==> src/core/brf_params.svh <==
`ifndef BRF_PARAMS_SVH
`define BRF_PARAMS_SVH

// select codes on the 16-bit read port
`define BRF_SEL_I           3'h0
`define BRF_SEL_Q           3'h1
`define BRF_SEL_MAG         3'h2
`define BRF_SEL_PHASE       3'h3
`define BRF_SEL_FREQ        3'h4
`define BRF_SEL_UNUSED      3'h5
`define BRF_SEL_STATUS      3'h6
`define BRF_SEL_ADVANCE     3'h7

// status word layout on the upper byte bus
`define BRF_ST_DEPTH_MSB    7
`define BRF_ST_DEPTH_LSB    5
`define BRF_ST_EMPTY_BIT    4
`define BRF_ST_FULL_BIT     3
`define BRF_ST_READY_BIT    2

// pointer reset values and pointer distances
`define BRF_WR_PTR_RST      3'h0
`define BRF_RD_PTR_RST      3'h7
`define BRF_FULL_DIST       3'h7
`define BRF_EMPTY_DIST      3'h1
`define BRF_SETS            8

// control word destination addresses
`define BRF_CW_OUT_CFG      8'h14
`define BRF_CW_MODE         8'h15
`define BRF_CW_PTR_RST      8'h16
`define BRF_CW_RD_ADV       8'h17
`define BRF_CW_RST_VAL      32'h0000_0000

// control word field positions
`define BRF_CFG_SERIAL_BIT  25
`define BRF_CFG_PAR_BIT     24
`define BRF_MODE_FIFO_BIT   15
`define BRF_MODE_THR_MSB    14
`define BRF_MODE_THR_LSB    12
`define BRF_MODE_CNT_MSB    3
`define BRF_MODE_CNT_LSB    0

// timing
`define BRF_IRQ_LOW_CYCLES  4'h8
`define BRF_SNAP_CNT_MAX    4'h8

`endif

==> src/core/brf_pkg.sv <==
`default_nettype none

package brf_pkg;

  typedef logic [15:0] brf_word_t;
  typedef logic [7:0]  brf_byte_t;
  typedef logic [2:0]  brf_ptr_t;
  typedef logic [79:0] brf_set_t;

  // what a falling low-byte enable asks for
  typedef enum logic [1:0] {
    BRF_FETCH_DATA,
    BRF_FETCH_STATUS,
    BRF_FETCH_ADVANCE,
    BRF_FETCH_NONE
  } brf_fetch_e;

endpackage : brf_pkg

`default_nettype wire

==> src/core/brf_readout.sv <==
`timescale 1ns/1ps
`default_nettype none
`include "brf_params.svh"

module brf_readout (
  input  wire logic        CLK_I,                          // back-end clock
  input  wire logic        RST_I,                          // sync reset, high
  input  wire logic [15:0] SAMPLE_I_I,                     // new I sample
  input  wire logic [15:0] SAMPLE_Q_I,                     // new Q sample
  input  wire logic [15:0] SAMPLE_MAG_I,                   // new magnitude
  input  wire logic [15:0] SAMPLE_PHASE_I,                 // new phase
  input  wire logic [15:0] SAMPLE_FREQ_I,                  // new frequency
  input  wire logic        SAMPLE_VALID_I,                 // sample set offered
  output logic             SAMPLE_READY_O,                 // staging fifo has room
  input  wire logic        CW_WE_I,                        // control word load pulse
  input  wire logic [7:0]  CW_ADDR_I,                      // destination address
  input  wire logic [31:0] CW_DATA_I,                      // control word value
  input  wire logic [2:0]  SEL_I,                          // 16-bit port select
  input  wire logic        HIGH_BYTE_OUTPUT_ENABLE_N_I,    // upper bus read, low
  input  wire logic        LOW_BYTE_OUTPUT_ENABLE_N_I,     // lower bus read, low
  output logic [7:0]       UPPER_BYTE_OUTPUT_BUS_O,        // high byte of word
  output logic [7:0]       LOWER_BYTE_OUTPUT_BUS_O,        // low byte of word
  output logic             UPPER_BYTE_OUTPUT_BUS_OE_O,     // upper bus driven
  output logic             LOWER_BYTE_OUTPUT_BUS_OE_O,     // lower bus driven
  output logic             BUFFER_LEVEL_IRQ_N_O,           // level interrupt, low
  output logic             THRESHOLD_REACHED_N_O           // ready flag, low
);

  brf_pkg::brf_set_t  ram [`BRF_SETS];
  brf_pkg::brf_set_t  stage_data;
  logic               stage_valid;
  logic               stage_take;

  brf_pkg::brf_ptr_t  wr_ptr_ff;
  brf_pkg::brf_ptr_t  rd_ptr_ff;
  brf_pkg::brf_ptr_t  depth;
  brf_pkg::brf_ptr_t  depth_q_ff;
  brf_pkg::brf_ptr_t  threshold;
  logic [31:0]        out_cfg_ff;
  logic [31:0]        mode_ff;
  logic               fifo_mode;
  logic               route16;
  logic               full;
  logic               empty;
  logic               ready_n;
  logic               ptr_reset;
  logic               adv_req;
  logic               do_write;
  logic               do_adv;
  logic               lo_n_q_ff;
  logic               fetch;
  brf_pkg::brf_fetch_e fetch_kind;
  brf_pkg::brf_word_t status_word;
  brf_pkg::brf_word_t fetch_word;
  brf_pkg::brf_byte_t upper_ff;
  brf_pkg::brf_byte_t lower_ff;
  logic               upper_oe_ff;
  logic               lower_oe_ff;
  logic [3:0]         snap_cnt_ff;
  logic [3:0]         irq_cnt_ff;
  logic [3:0]         nxt_irq_cnt;
  logic               irq_n_ff;
  logic               ready_n_ff;
  logic               irq_trigger;

  function automatic brf_pkg::brf_ptr_t ptr_dist(input brf_pkg::brf_ptr_t w, input brf_pkg::brf_ptr_t r);
    ptr_dist = w - r;
  endfunction : ptr_dist

  function automatic brf_pkg::brf_word_t pick_word(input brf_pkg::brf_set_t s, input logic [2:0] sel);
    case (sel)
      `BRF_SEL_I:     pick_word = s[15:0];
      `BRF_SEL_Q:     pick_word = s[31:16];
      `BRF_SEL_MAG:   pick_word = s[47:32];
      `BRF_SEL_PHASE: pick_word = s[63:48];
      `BRF_SEL_FREQ:  pick_word = s[79:64];
      default:        pick_word = 16'h0000;
    endcase
  endfunction : pick_word

  // staging fifo absorbs bursts while the ring is full; its ready stalls the source
  brf_fifo #(
    .WIDTH (80),
    .DEPTH (8)
  ) u_stage (
    .clk_i       (CLK_I),
    .rst_i       (RST_I),
    .in_valid_i  (SAMPLE_VALID_I),
    .in_data_i   ({SAMPLE_FREQ_I, SAMPLE_PHASE_I, SAMPLE_MAG_I, SAMPLE_Q_I, SAMPLE_I_I}),
    .in_ready_o  (SAMPLE_READY_O),
    .out_valid_o (stage_valid),
    .out_data_o  (stage_data),
    .out_ready_i (stage_take)
  );

  // control words
  always_ff @(posedge CLK_I)
  begin
    if (RST_I)
    begin
      out_cfg_ff <= `BRF_CW_RST_VAL;
      mode_ff    <= `BRF_CW_RST_VAL;
    end
    else if (CW_WE_I)
    begin
      if (CW_ADDR_I == `BRF_CW_OUT_CFG)
      begin
        out_cfg_ff <= CW_DATA_I;
      end
      if (CW_ADDR_I == `BRF_CW_MODE)
      begin
        mode_ff <= CW_DATA_I;
      end
    end
  end

  assign route16   = ~out_cfg_ff[`BRF_CFG_SERIAL_BIT] & out_cfg_ff[`BRF_CFG_PAR_BIT];
  assign fifo_mode = mode_ff[`BRF_MODE_FIFO_BIT];
  assign threshold = mode_ff[`BRF_MODE_THR_MSB:`BRF_MODE_THR_LSB];

  // pointer state
  assign depth     = ptr_dist(wr_ptr_ff, rd_ptr_ff);
  assign full      = (depth == `BRF_FULL_DIST);
  assign empty     = (depth == `BRF_EMPTY_DIST);
  assign ptr_reset = CW_WE_I & (CW_ADDR_I == `BRF_CW_PTR_RST);

  // falling low-byte enable is the only fetch strobe
  assign fetch = lo_n_q_ff & ~LOW_BYTE_OUTPUT_ENABLE_N_I & route16;

  always_comb
  begin
    case (SEL_I)
      `BRF_SEL_I, `BRF_SEL_Q, `BRF_SEL_MAG, `BRF_SEL_PHASE, `BRF_SEL_FREQ:
        fetch_kind = brf_pkg::BRF_FETCH_DATA;
      `BRF_SEL_STATUS:
        fetch_kind = brf_pkg::BRF_FETCH_STATUS;
      `BRF_SEL_ADVANCE:
        fetch_kind = brf_pkg::BRF_FETCH_ADVANCE;
      default:
        fetch_kind = brf_pkg::BRF_FETCH_NONE;
    endcase
  end

  assign adv_req = (fetch & (fetch_kind == brf_pkg::BRF_FETCH_ADVANCE))
                 | (CW_WE_I & (CW_ADDR_I == `BRF_CW_RD_ADV));

  // a write and an advance in one cycle keep the distance, so both checks use the old one
  assign do_write   = stage_valid & ~full & ~ptr_reset;
  assign do_adv     = adv_req & ~empty & ~ptr_reset;
  assign stage_take = do_write;

  always_ff @(posedge CLK_I)
  begin
    if (do_write)
    begin
      ram[wr_ptr_ff] <= stage_data;
    end
  end

  always_ff @(posedge CLK_I)
  begin
    if (RST_I)
    begin
      wr_ptr_ff <= `BRF_WR_PTR_RST;
      rd_ptr_ff <= `BRF_RD_PTR_RST;
    end
    else if (ptr_reset)
    begin
      wr_ptr_ff <= `BRF_WR_PTR_RST;
      rd_ptr_ff <= `BRF_RD_PTR_RST;
    end
    else
    begin
      if (do_write)
      begin
        wr_ptr_ff <= wr_ptr_ff + 3'h1;
      end
      if (do_adv)
      begin
        rd_ptr_ff <= rd_ptr_ff + 3'h1;
      end
    end
  end

  // snapshot ready counts sets captured since the last pointer reset
  always_ff @(posedge CLK_I)
  begin
    if (RST_I || ptr_reset)
    begin
      snap_cnt_ff <= 4'h0;
    end
    else if (do_write && snap_cnt_ff != `BRF_SNAP_CNT_MAX)
    begin
      snap_cnt_ff <= snap_cnt_ff + 4'h1;
    end
  end

  assign ready_n = fifo_mode ? ~(depth > threshold)
                             : ~(snap_cnt_ff >= mode_ff[`BRF_MODE_CNT_MSB:`BRF_MODE_CNT_LSB]);

  always_comb
  begin
    status_word = 16'h0000;
    status_word[8+`BRF_ST_DEPTH_MSB:8+`BRF_ST_DEPTH_LSB] = depth;
    status_word[8+`BRF_ST_EMPTY_BIT] = empty;
    status_word[8+`BRF_ST_FULL_BIT]  = full;
    status_word[8+`BRF_ST_READY_BIT] = ready_n;
  end

  always_comb
  begin
    case (fetch_kind)
      brf_pkg::BRF_FETCH_DATA:   fetch_word = pick_word(ram[rd_ptr_ff], SEL_I);
      brf_pkg::BRF_FETCH_STATUS: fetch_word = status_word;
      default:                   fetch_word = 16'h0000;
    endcase
  end

  // output latch holds between fetches, so a high-byte-only read sees old data
  always_ff @(posedge CLK_I)
  begin
    if (RST_I)
    begin
      lo_n_q_ff <= 1'b1;
      upper_ff  <= 8'h00;
      lower_ff  <= 8'h00;
    end
    else
    begin
      lo_n_q_ff <= LOW_BYTE_OUTPUT_ENABLE_N_I;
      if (fetch)
      begin
        upper_ff <= fetch_word[15:8];
        lower_ff <= fetch_word[7:0];
      end
    end
  end

  always_ff @(posedge CLK_I)
  begin
    if (RST_I)
    begin
      upper_oe_ff <= 1'b0;
      lower_oe_ff <= 1'b0;
    end
    else
    begin
      upper_oe_ff <= route16 & ~HIGH_BYTE_OUTPUT_ENABLE_N_I;
      lower_oe_ff <= route16 & ~LOW_BYTE_OUTPUT_ENABLE_N_I;
    end
  end

  // interrupt: a trigger during a running pulse is dropped so the pulse stays exact
  assign irq_trigger = fifo_mode & (depth > threshold) & (depth_q_ff <= threshold);

  always_comb
  begin
    nxt_irq_cnt = irq_cnt_ff;
    if (irq_cnt_ff != 4'h0)
    begin
      nxt_irq_cnt = irq_cnt_ff - 4'h1;
    end
    else if (irq_trigger)
    begin
      nxt_irq_cnt = `BRF_IRQ_LOW_CYCLES;
    end
  end

  always_ff @(posedge CLK_I)
  begin
    if (RST_I)
    begin
      depth_q_ff <= `BRF_EMPTY_DIST;
      irq_cnt_ff <= 4'h0;
      irq_n_ff   <= 1'b1;
      ready_n_ff <= 1'b1;
    end
    else
    begin
      depth_q_ff <= depth;
      irq_cnt_ff <= nxt_irq_cnt;
      irq_n_ff   <= (nxt_irq_cnt == 4'h0);
      ready_n_ff <= ready_n;
    end
  end

  assign UPPER_BYTE_OUTPUT_BUS_O    = upper_ff;
  assign LOWER_BYTE_OUTPUT_BUS_O    = lower_ff;
  assign UPPER_BYTE_OUTPUT_BUS_OE_O = upper_oe_ff;
  assign LOWER_BYTE_OUTPUT_BUS_OE_O = lower_oe_ff;
  assign BUFFER_LEVEL_IRQ_N_O       = irq_n_ff;
  assign THRESHOLD_REACHED_N_O      = ready_n_ff;

  ptr_distinct_a: assert property (@(posedge CLK_I) disable iff (RST_I)
    wr_ptr_ff != rd_ptr_ff)
    else $error("read and write pointers coincide");

  full_blocks_write_a: assert property (@(posedge CLK_I) disable iff (RST_I)
    (full && !ptr_reset) |=> (wr_ptr_ff == $past(wr_ptr_ff)))
    else $error("write pointer moved while full");

  empty_blocks_adv_a: assert property (@(posedge CLK_I) disable iff (RST_I)
    (empty && !ptr_reset) |=> (rd_ptr_ff == $past(rd_ptr_ff)))
    else $error("read pointer moved while empty");

  ptr_reset_word_a: assert property (@(posedge CLK_I) disable iff (RST_I)
    ptr_reset |=> (wr_ptr_ff == 3'h0) && (rd_ptr_ff == 3'h7))
    else $error("pointer reset word gave wrong pointers");

  adv_step_a: assert property (@(posedge CLK_I) disable iff (RST_I)
    (fetch && SEL_I == 3'h7 && !empty && !ptr_reset) |=> (rd_ptr_ff == $past(rd_ptr_ff) + 3'h1))
    else $error("select 7 read did not advance");

  status_word_a: assert property (@(posedge CLK_I) disable iff (RST_I)
    (fetch && SEL_I == 3'h6)
    |=> (UPPER_BYTE_OUTPUT_BUS_O == {$past(depth), $past(empty), $past(full), $past(ready_n), 2'b00})
        && (LOWER_BYTE_OUTPUT_BUS_O == 8'h00))
    else $error("status word wrong on output buses");

  hold_no_fetch_a: assert property (@(posedge CLK_I) disable iff (RST_I)
    !fetch |=> $stable(UPPER_BYTE_OUTPUT_BUS_O) && $stable(LOWER_BYTE_OUTPUT_BUS_O))
    else $error("output data changed without a low-byte fetch");

  unused_sel_a: assert property (@(posedge CLK_I) disable iff (RST_I)
    (fetch && SEL_I == 3'h5 && !CW_WE_I)
    |=> (UPPER_BYTE_OUTPUT_BUS_O == 8'h00) && (LOWER_BYTE_OUTPUT_BUS_O == 8'h00)
        && $stable(rd_ptr_ff))
    else $error("unused select did not read as zero");

  irq_width_a: assert property (@(posedge CLK_I) disable iff (RST_I)
    $fell(irq_n_ff) |-> (!irq_n_ff) [*8] ##1 irq_n_ff)
    else $error("interrupt pulse not eight clocks");

  irq_start_a: assert property (@(posedge CLK_I) disable iff (RST_I)
    (irq_trigger && irq_cnt_ff == 4'h0) |=> !irq_n_ff)
    else $error("threshold crossing raised no interrupt");

endmodule : brf_readout

`default_nettype wire

==> src/core/brf_fifo.sv <==
`timescale 1ns/1ps
`default_nettype none

// depth must be a power of two so the index wraps by itself
module brf_fifo #(
  parameter int WIDTH = 80,
  parameter int DEPTH = 8
) (
  input  wire logic             clk_i,     // clock
  input  wire logic             rst_i,     // sync reset, high
  input  wire logic             in_valid_i,// source has a word
  input  wire logic [WIDTH-1:0] in_data_i, // source word
  output logic                  in_ready_o,// room for a word
  output logic                  out_valid_o,// word available
  output logic      [WIDTH-1:0] out_data_o,// oldest word
  input  wire logic             out_ready_i // sink takes word
);

  localparam int AW = $clog2(DEPTH);
  localparam int CW = $clog2(DEPTH + 1);

  logic [WIDTH-1:0] mem [DEPTH];
  logic [AW-1:0]    wr_idx_ff;
  logic [AW-1:0]    rd_idx_ff;
  logic [CW-1:0]    count_ff;
  logic [CW-1:0]    nxt_count;
  logic             ready_ff;
  logic             push;
  logic             pop;

  assign out_valid_o = (count_ff != '0);
  assign out_data_o  = mem[rd_idx_ff];
  assign in_ready_o  = ready_ff;
  assign push        = in_valid_i & ready_ff;
  assign pop         = out_valid_o & out_ready_i;
  assign nxt_count   = count_ff + CW'(push) - CW'(pop);

  always_ff @(posedge clk_i)
  begin
    if (push)
    begin
      mem[wr_idx_ff] <= in_data_i;
    end
  end

  always_ff @(posedge clk_i)
  begin
    if (rst_i)
    begin
      wr_idx_ff <= '0;
      rd_idx_ff <= '0;
      count_ff  <= '0;
      ready_ff  <= 1'b0;
    end
    else
    begin
      if (push)
      begin
        wr_idx_ff <= wr_idx_ff + 1'b1;
      end
      if (pop)
      begin
        rd_idx_ff <= rd_idx_ff + 1'b1;
      end
      count_ff <= nxt_count;
      ready_ff <= (nxt_count != CW'(DEPTH));
    end
  end

endmodule : brf_fifo

`default_nettype wire

==> config.mk <==
export PLATFORM = sky130hd
export DESIGN_NAME = brf_readout
export DESIGN_NICKNAME = d
export VERILOG_FILES = /design/src/core/brf_pkg.sv /design/src/core/brf_readout.sv /design/src/core/brf_fifo.sv
export VERILOG_INCLUDE_DIRS = /design/src /design/src/core
export SDC_FILE = /design/constraint.sdc
export NUM_CORES = 1
export LEC_CHECK = 0
export ABC_AREA = 1
export BUFFER_PORTS_ARGS = -buffer_cell sky130_fd_sc_hd__buf_2
export CORE_MARGIN = 2
export CORE_UTILIZATION = 45
export DETAILED_ROUTE_END_ITERATION = 10
export SYNTH_ARGS = -nofsm -noshare
export SYNTH_HDL_FRONTEND = slang
export SYNTH_HIERARCHICAL = 1
export SYNTH_SLANG_ARGS = --single-unit
==> constraint.sdc <==
create_clock -name CLK_I -period 5.5 [get_ports CLK_I]
set_input_delay 0.55 -clock CLK_I [delete_from_list [all_inputs] [get_ports CLK_I]]
set_output_delay 0.55 -clock CLK_I [all_outputs]
set_load 0.05 [all_outputs]
==> results of run 1 <==
## what timing repair did
action,CTS,global route
setup buffers,0,0
setup endpoints to repair,0,0
hold endpoints to repair,2,0
hold buffers,2,0
## metal layers
layer / up-vias / wire length (um)
met1: 16511 / 57400
met2: 857 / 62700
li1: 16350 / -
met3: 194 / 7330
met5: - / 41
met4: 6 / 3330
## power breakdown
group	leakage [nW]	internal, mW	switching, mW	total [mW]
Combinational	7.74	1.16	4.01	5.18
Sequential	12.1	13.5	0.362	13.8
Clock	2.16	5.34	3.77	9.11
## flip-flops by register name, summed over array words and instances (netlist names), 2 cells and up, named ones only
register / count
UPPER_BYTE_OUTPUT_BUS_O: 8
u_stage/mem: 640
wr_ptr_ff: 3
out_cfg_ff: 2
u_stage/count_ff: 4
u_stage/wr_idx_ff: 3
depth_q_ff: 3
snap_cnt_ff: 4
LOWER_BYTE_OUTPUT_BUS_O: 8
irq_cnt_ff: 4
u_stage/rd_idx_ff: 3
ram: 640
mode_ff: 8
rd_ptr_ff: 3
## metrics by stage
step | setup WS (ps) | cells | hold WS [ps] | instance area (um2) | utilization, %
6_report | 2010 | 6514 | 67.9 | 60900 | 50.8
5_1_grt | 1690 | 6513 | 56.7 | 60900 | 50.8
4_1_cts | 2030 | 6513 | 24.7 | 60900 | 50.8
3_5_place_dp | 2040 | 6259 | 444 | 56500 | 47.1
3_3_place_gp | 2050 | 6259 | 437 | 56500 | 47.1
2_1_floorplan | 3.89 | 4727 | 423 | 54400 | -
## cells in the mapped netlist (2+ instances only)
library cell | number | area share, %
nand3_1 | 297 | 2.7
edfxtp_1 | 1280 | 71
inv_2 | 4 | 0.028
o211ai_1 | 20 | 0.28
nand4_1 | 8 | 0.092
clkbuf_1 | 64 | 0.44
buf_2 | 106 | 0.97
xor2_1 | 6 | 0.097
nor3_2 | 3 | 0.055
nor3_1 | 2 | 0.018
o21ai_0 | 309 | 2.8
a21oi_1 | 47 | 0.43
dfxtp_1 | 65 | 2.4
inv_4 | 2 | 0.023
buf_4 | 33 | 0.46
ha_1 | 22 | 0.51
inv_1 | 167 | 1.2
o21ai_1 | 242 | 2.2
clkbuf_2 | 6 | 0.055
fa_1 | 2 | 0.074
buf_1 | 25 | 0.17
nor2_1 | 1089 | 7.5
buf_6 | 25 | 0.52
nand2_1 | 893 | 6.2
## worst max path at each step
stage                  from                  to  slack [ps]  cells after the start
5_1_grt        wr_ptr_ff[0]  u_stage/in_ready_o        1690                     20
3_3_place_gp      flip-flop          ram[2][10]        2050                      7
4_1_cts           flip-flop          ram[0][10]        2030                      7
3_5_place_dp      flip-flop          ram[3][10]        2040                      7
6_report          flip-flop          ram[3][10]        2010                      7
2_1_floorplan  wr_ptr_ff[0]           ram[1][0]           4                     10
## cell families after synthesis
family	count (synthesis)	synth area share (%)
and+or+nand+nor	2297	16.6
DFF	1345	73.0
AOI/OAI and AO/OA	620	5.80
buffers and inverters	433	3.85
adders and majority gates	24	0.579
xor gates and xnor gates	8	0.143
## final cells by class
| class | count | area [um2] |
|---|---|---|
| multi-input cells | 2949 | 12700 |
| repair buffers | 182 | 1300 |
| clock inverters | 54 | 392 |
| flip-flops and latches | 1345 | 39800 |
| inverters | 173 | 679 |
| well taps | 1612 | 2020 |
| fillers | 10361 | 59000 |
| diodes | 1 | 2.50 |
| clock buffers | 198 | 4040 |
## worst max-delay path: cells and delay by family, from the launching register on
family	cells	cell delay [ps]
flip-flops	1	860
AND/OR/NAND/NOR	4	500
AO/OA/AOI/OAI	1	110
buffers and inverters	2	1470
==> summary.txt, run 1 <==
STA
  – Worst Tran Pin Value: between 1000 and 1500 ps
  – Final setup violation count: 0
  – Post-route clock skew: 28.7 ps
  – Max Transition Viols Final: 0
  – Setup TNS: 0 ps
  – Fin crit share: 63.5%
  – Period minus WS final: 3490 ps
  – RSZ-0062 raised after global routing: false
  – Slew headroom: approximately 33%
  – Hold Fails Final Rpt: 0
  – Max Fclk: about 290 MHz

Clock tree
  – Root Driver: clkbuf_16
  – Clk_lat worst skew: about 750 ps
  – Clock sink count: 1345
  – Post-CTS Resized: 0
  – Worst-path clk slew: around 60 ps
  – TritonCTS clock tree: done
  – Maximum clock insertion buffer count: 3
  – Total CTS buffers: 144
  – H-Tree Depth: 4

Synthesis
  – Syn Inst Count: ~4700
  – Syn nets: 4880
  – Avg Cell Area, Syn: between 10 and 15 um2
  – Top FF cell, synth: edfxtp_1
  – Synth Cell Area: 54400 um2
  – Synth warn: 6
  – Async set or reset register ratio after synthesis: 0%
  – Synth Register Bits: 1345
  – EDFF count, synth: ~1300
  – Post-synth cell types: 34
  – Seq/Total Area, Yosys: 73.0%

Worst setup path
  – CP most frequent cell: nand2_1
  – Critical Path AT: 3860 ps
  – Worst Path Max Fanout: between 50 and 60
  – Crit-path max cell delay: ~860 ps
  – Worst path cell trace: buf_4, buf_4, nor2_1, o21ai_1, nand2_1, nand2_1, nand2_1
  – Data required, critical path: 5870 ps
  – R2r setup slk: between 2000 and 2500 ps
  – Crit end category: flip-flop
  – Capturing point of the worst reg2reg path: ram[3][10]
  – Worst reg2reg path depth: 7
  – Startpoint Class: flip-flop
  – Worst-path cell with the longest stage delay: dfxtp_4
  – Crit path kind: reg2reg

Global route
  – Antenna violations before repair: 4
  – Largest net degree at the start of global routing: between 150 and 200
  – GRT overflow: 0
  – Met3 usage: under 10%
  – Busiest grt layer: met2
  – Vias in the first global route: between 30000 and 40000
  – Met1 usage: 28.9%
  – First-pass GRT wire length: 197000 um
  – GRT Util Overall: 21.2%
  – Met2 Use GR: a little over a third

Routing
  – First DRT Iteration DRCs: 2877
  – Final WL: ~130000 um
  – Via density: 5.21
  – Post-route ant nets: 0
  – Via count: 33918
  – Initial DRT Pass Iterations: 6
  – Detailed-route DRC error count: 0
  – WL/cell: 20.1 um

Placement
  – Final GP Congestion: 0.754
  – Hpwl dp: roughly 67000 um
  – Port Buf Inserts: 127

Final layout
  – Commonest non-fill, non-tap cell in the layout: edfxtp_1
  – Most frequent cells in the layout: edfxtp_1 (1280), nor2_1 (1072), nand2_1 (893)
  – Nets: 4948
  – Layout cells sized above 1: under 10%
  – Area grow syn2layout: 11.9%

Worst hold path
  – Hold Path Depth: 1
  – Hold Crit Class: in2reg
  – Hold path start: SAMPLE_FREQ_I[5]
  – Hold worst-path end: u_stage/mem[6][69]

Floorplanning
  – Die H: 352 um
  – Top Ports: 150
  – Initial core utilization: a little under half
  – Row cnt: 127
  – DIE AREA: roughly 120000 um2
  – Chip width: roughly 350 um
  – Core ar.: 120000 um2

Job
  – Max-cap viol count: 0

Pwr
  – Power Density: 462 nW/um2
  – Pleak: roughly 22 nW
  – Worst VDD drop: 0.000313 V
  – Pwr Total: 28.1 mW

Run status
  – Status: finished clean
Note: power is estimated with default switching activity, not from simulation.
==> run 2: changes to the inputs <==
==> constraint.sdc (replaced) <==
create_clock -name CLK_I -period 2.9 [get_ports CLK_I]
set_input_delay 0.29 -clock CLK_I [delete_from_list [all_inputs] [get_ports CLK_I]]
set_output_delay 0.29 -clock CLK_I [all_outputs]
set_load 0.05 [all_outputs]
==> run 2 against run 1 <==
Against the previous run: utilization up 2.0 points; highest routed layer unchanged; power up 95%; fmax up 27%; via count up 3.3%; combinational power up 120%; critical path depth up 6; first-iteration DRC count up 11%; sequential share of layout area down 2.5 points; clock power up 90%; largest power group unchanged; clock-buffer cell count down 3; routed wire length up 2.5%.
==> summary.txt, run 2 (synthesis results as in run 1) <==
Run status
  – Status: finished clean

Worst setup path
  – R2r setup slk: ~150 ps
  – Crit path kind: reg2reg
  – Crit end category: flip-flop
  – Worst Path Max Fanout: 22
  – Startpoint Class: flip-flop
  – Critical Path AT: roughly 3200 ps
  – Data required, critical path: 3340 ps

Final layout
  – Area grow syn2layout: 16.3%
  – Layout cells sized above 1: 10.2%
  – Final design utilization: 52.8%
  – Most frequent cells in the layout: edfxtp_1 (1280), nor2_1 (1071), nand2_1 (890)
  – Post-route cell area: ~63000 um2
  – FILL cells: between 10000 and 15000
  – Nets: roughly 5200
  – Largest regs: ram (640), u_stage/mem (640)
  – Commonest non-fill, non-tap cell in the layout: edfxtp_1

STA
  – Max Transition Viols Final: 0
  – Post-route clock skew: between 20 and 25 ps
  – Fin crit share: a little over nine tenths
  – Worst Tran Pin Value: 741 ps
  – Hold Fails Final Rpt: 0
  – Period minus WS final: 2750 ps
  – Hold slack: approximately 120 ps
  – Max Fclk: between 300 and 400 MHz
  – Final setup violation count: 0
  – Slew headroom: around half
  – Setup TNS: 0 ps

Routing
  – Post-route ant nets: 0
  – First DRT Iteration DRCs: ~3200
  – Detailed-route DRC error count: 0
  – WL/cell: 19.9 um
  – Final WL: 134000 um
  – Via count: about 35000
  – Initial DRT Pass Iterations: 5
  – Via density: 5.21

Floorplanning
  – Chip width: ~350 um
  – Die H: 352 um
  – Core ar.: 120000 um2
  – Row cnt: 127
  – Top Ports: 150
  – Initial core utilization: between 40 and 50%
  – DIE AREA: 124000 um2

Global route
  – GRT overflow: 0
  – Largest net degree at the start of global routing: ~120
  – First-pass GRT wire length: between 200000 and 250000 um
  – Antenna violations before repair: 2
  – GRT Util Overall: a little over a fifth
  – Vias in the first global route: 33395

Clock tree
  – Total CTS buffers: approximately 140
  – H-Tree Depth: 4
  – Worst-path clk slew: approximately 60 ps
  – Clk_lat worst skew: ~750 ps
  – Maximum clock insertion buffer count: 3
  – Clock sink count: about 1300
  – Root Driver: clkbuf_16
  – TritonCTS clock tree: done

Worst hold path
  – Hold Crit Class: in2reg

Pwr
  – Power Density: ~870 nW/um2
  – Pleak: between 20 and 25 nW
  – Pwr Total: approximately 55 mW
  – Worst VDD drop: 0.000642 V

Job
  – Max-cap viol count: 0

Placement
  – Port Buf Inserts: approximately 130
  – Hpwl dp: 77300 um
  – Final GP Congestion: 0.791
  – Post-Place Cell Area: 57900 um2
==> run 2: cell types whose count changed in the layout (fill, tap and decap cells not counted), moves of 5 or more <==
cell,change
clkinv_2,-5
clkbuf_1,+6
clkbuf_16,-7
buf_12,+43
dlygate4sd3_1,+96
buf_4,+70
inv_6,+10
==> run 2: path summary, 6_finish.rpt <==
kind	to	cells past startpoint	from
min reg2reg	UPPER_BYTE_OUTPUT_BUS_O[3]	2	UPPER_BYTE_OUTPUT_BUS_O[3]
max	ram[2][53]	13	wr_ptr_ff[0]
max reg2reg	ram[2][53]	13	wr_ptr_ff[0]
min	UPPER_BYTE_OUTPUT_BUS_O[2]	6	SEL_I[0]
==> run 2: through the flow <==
step | setup slack (ps) | instances
floorplan | -743 | 4727
global placement | -37.2 | 6367
detailed placement | 1.60 | 6367
CTS | 11.6 | 6722
global route | -5.26 | 6728
finish | 150 | 6728
==> run 2: power breakdown <==
group	switching (mW)	total, mW	leakage, nW	internal (mW)
combinational	8.28	11.4	8.87	3.09
sequential	0.576	26.1	12.1	25.6
clock	7.29	17.3	2.14	10.0
==> run 2: worst max-delay path, stage by stage (launching register included) <==
cell	delay (ps)
dfxtp_4	350
inv_4	50
ha_4	110
inv_2	30
fa_2	340
xor2_2	160
nand3_2	100
nand3_4	80
clkinv_4	70
buf_4	90
buf_4	160
nand2_4	120
nor2_4	470
buf_12	280
==> run 2: final cells by class <==
class	count	area, um2	share of cell area, %
repair buffers	391	3650	5.76
clock buffers	195	3860	6.09
inverters	173	682	1.08
clock inverters	62	563	0.889
multi-input cells	2949	12800	20.2
flip-flops and latches	1345	39800	62.8
well taps	1612	2020	3.18
diodes	1	2.50	0.00395
==> run 2: what timing repair did <==
action                                  in CTS  in global routing
hold buffers                                98                  0
hold endpoints to repair                   667                  0
gates resized for setup                      1                  7
endpoints found under the setup margin       1                  1
pin swaps                                    0                  9
buffers inserted                             0                  5
==> run 2: layer usage <==
metal | up-vias | part of all wire, % | global-route usage, %
met1 | 17110 | 45 | 30.4
met5 | - | 0.0082 | 0
li1 | 16779 | - | -
met2 | 971 | 47 | 35.0
met3 | 187 | 5.7 | 3.16
met4 | 2 | 2.5 | 6.92
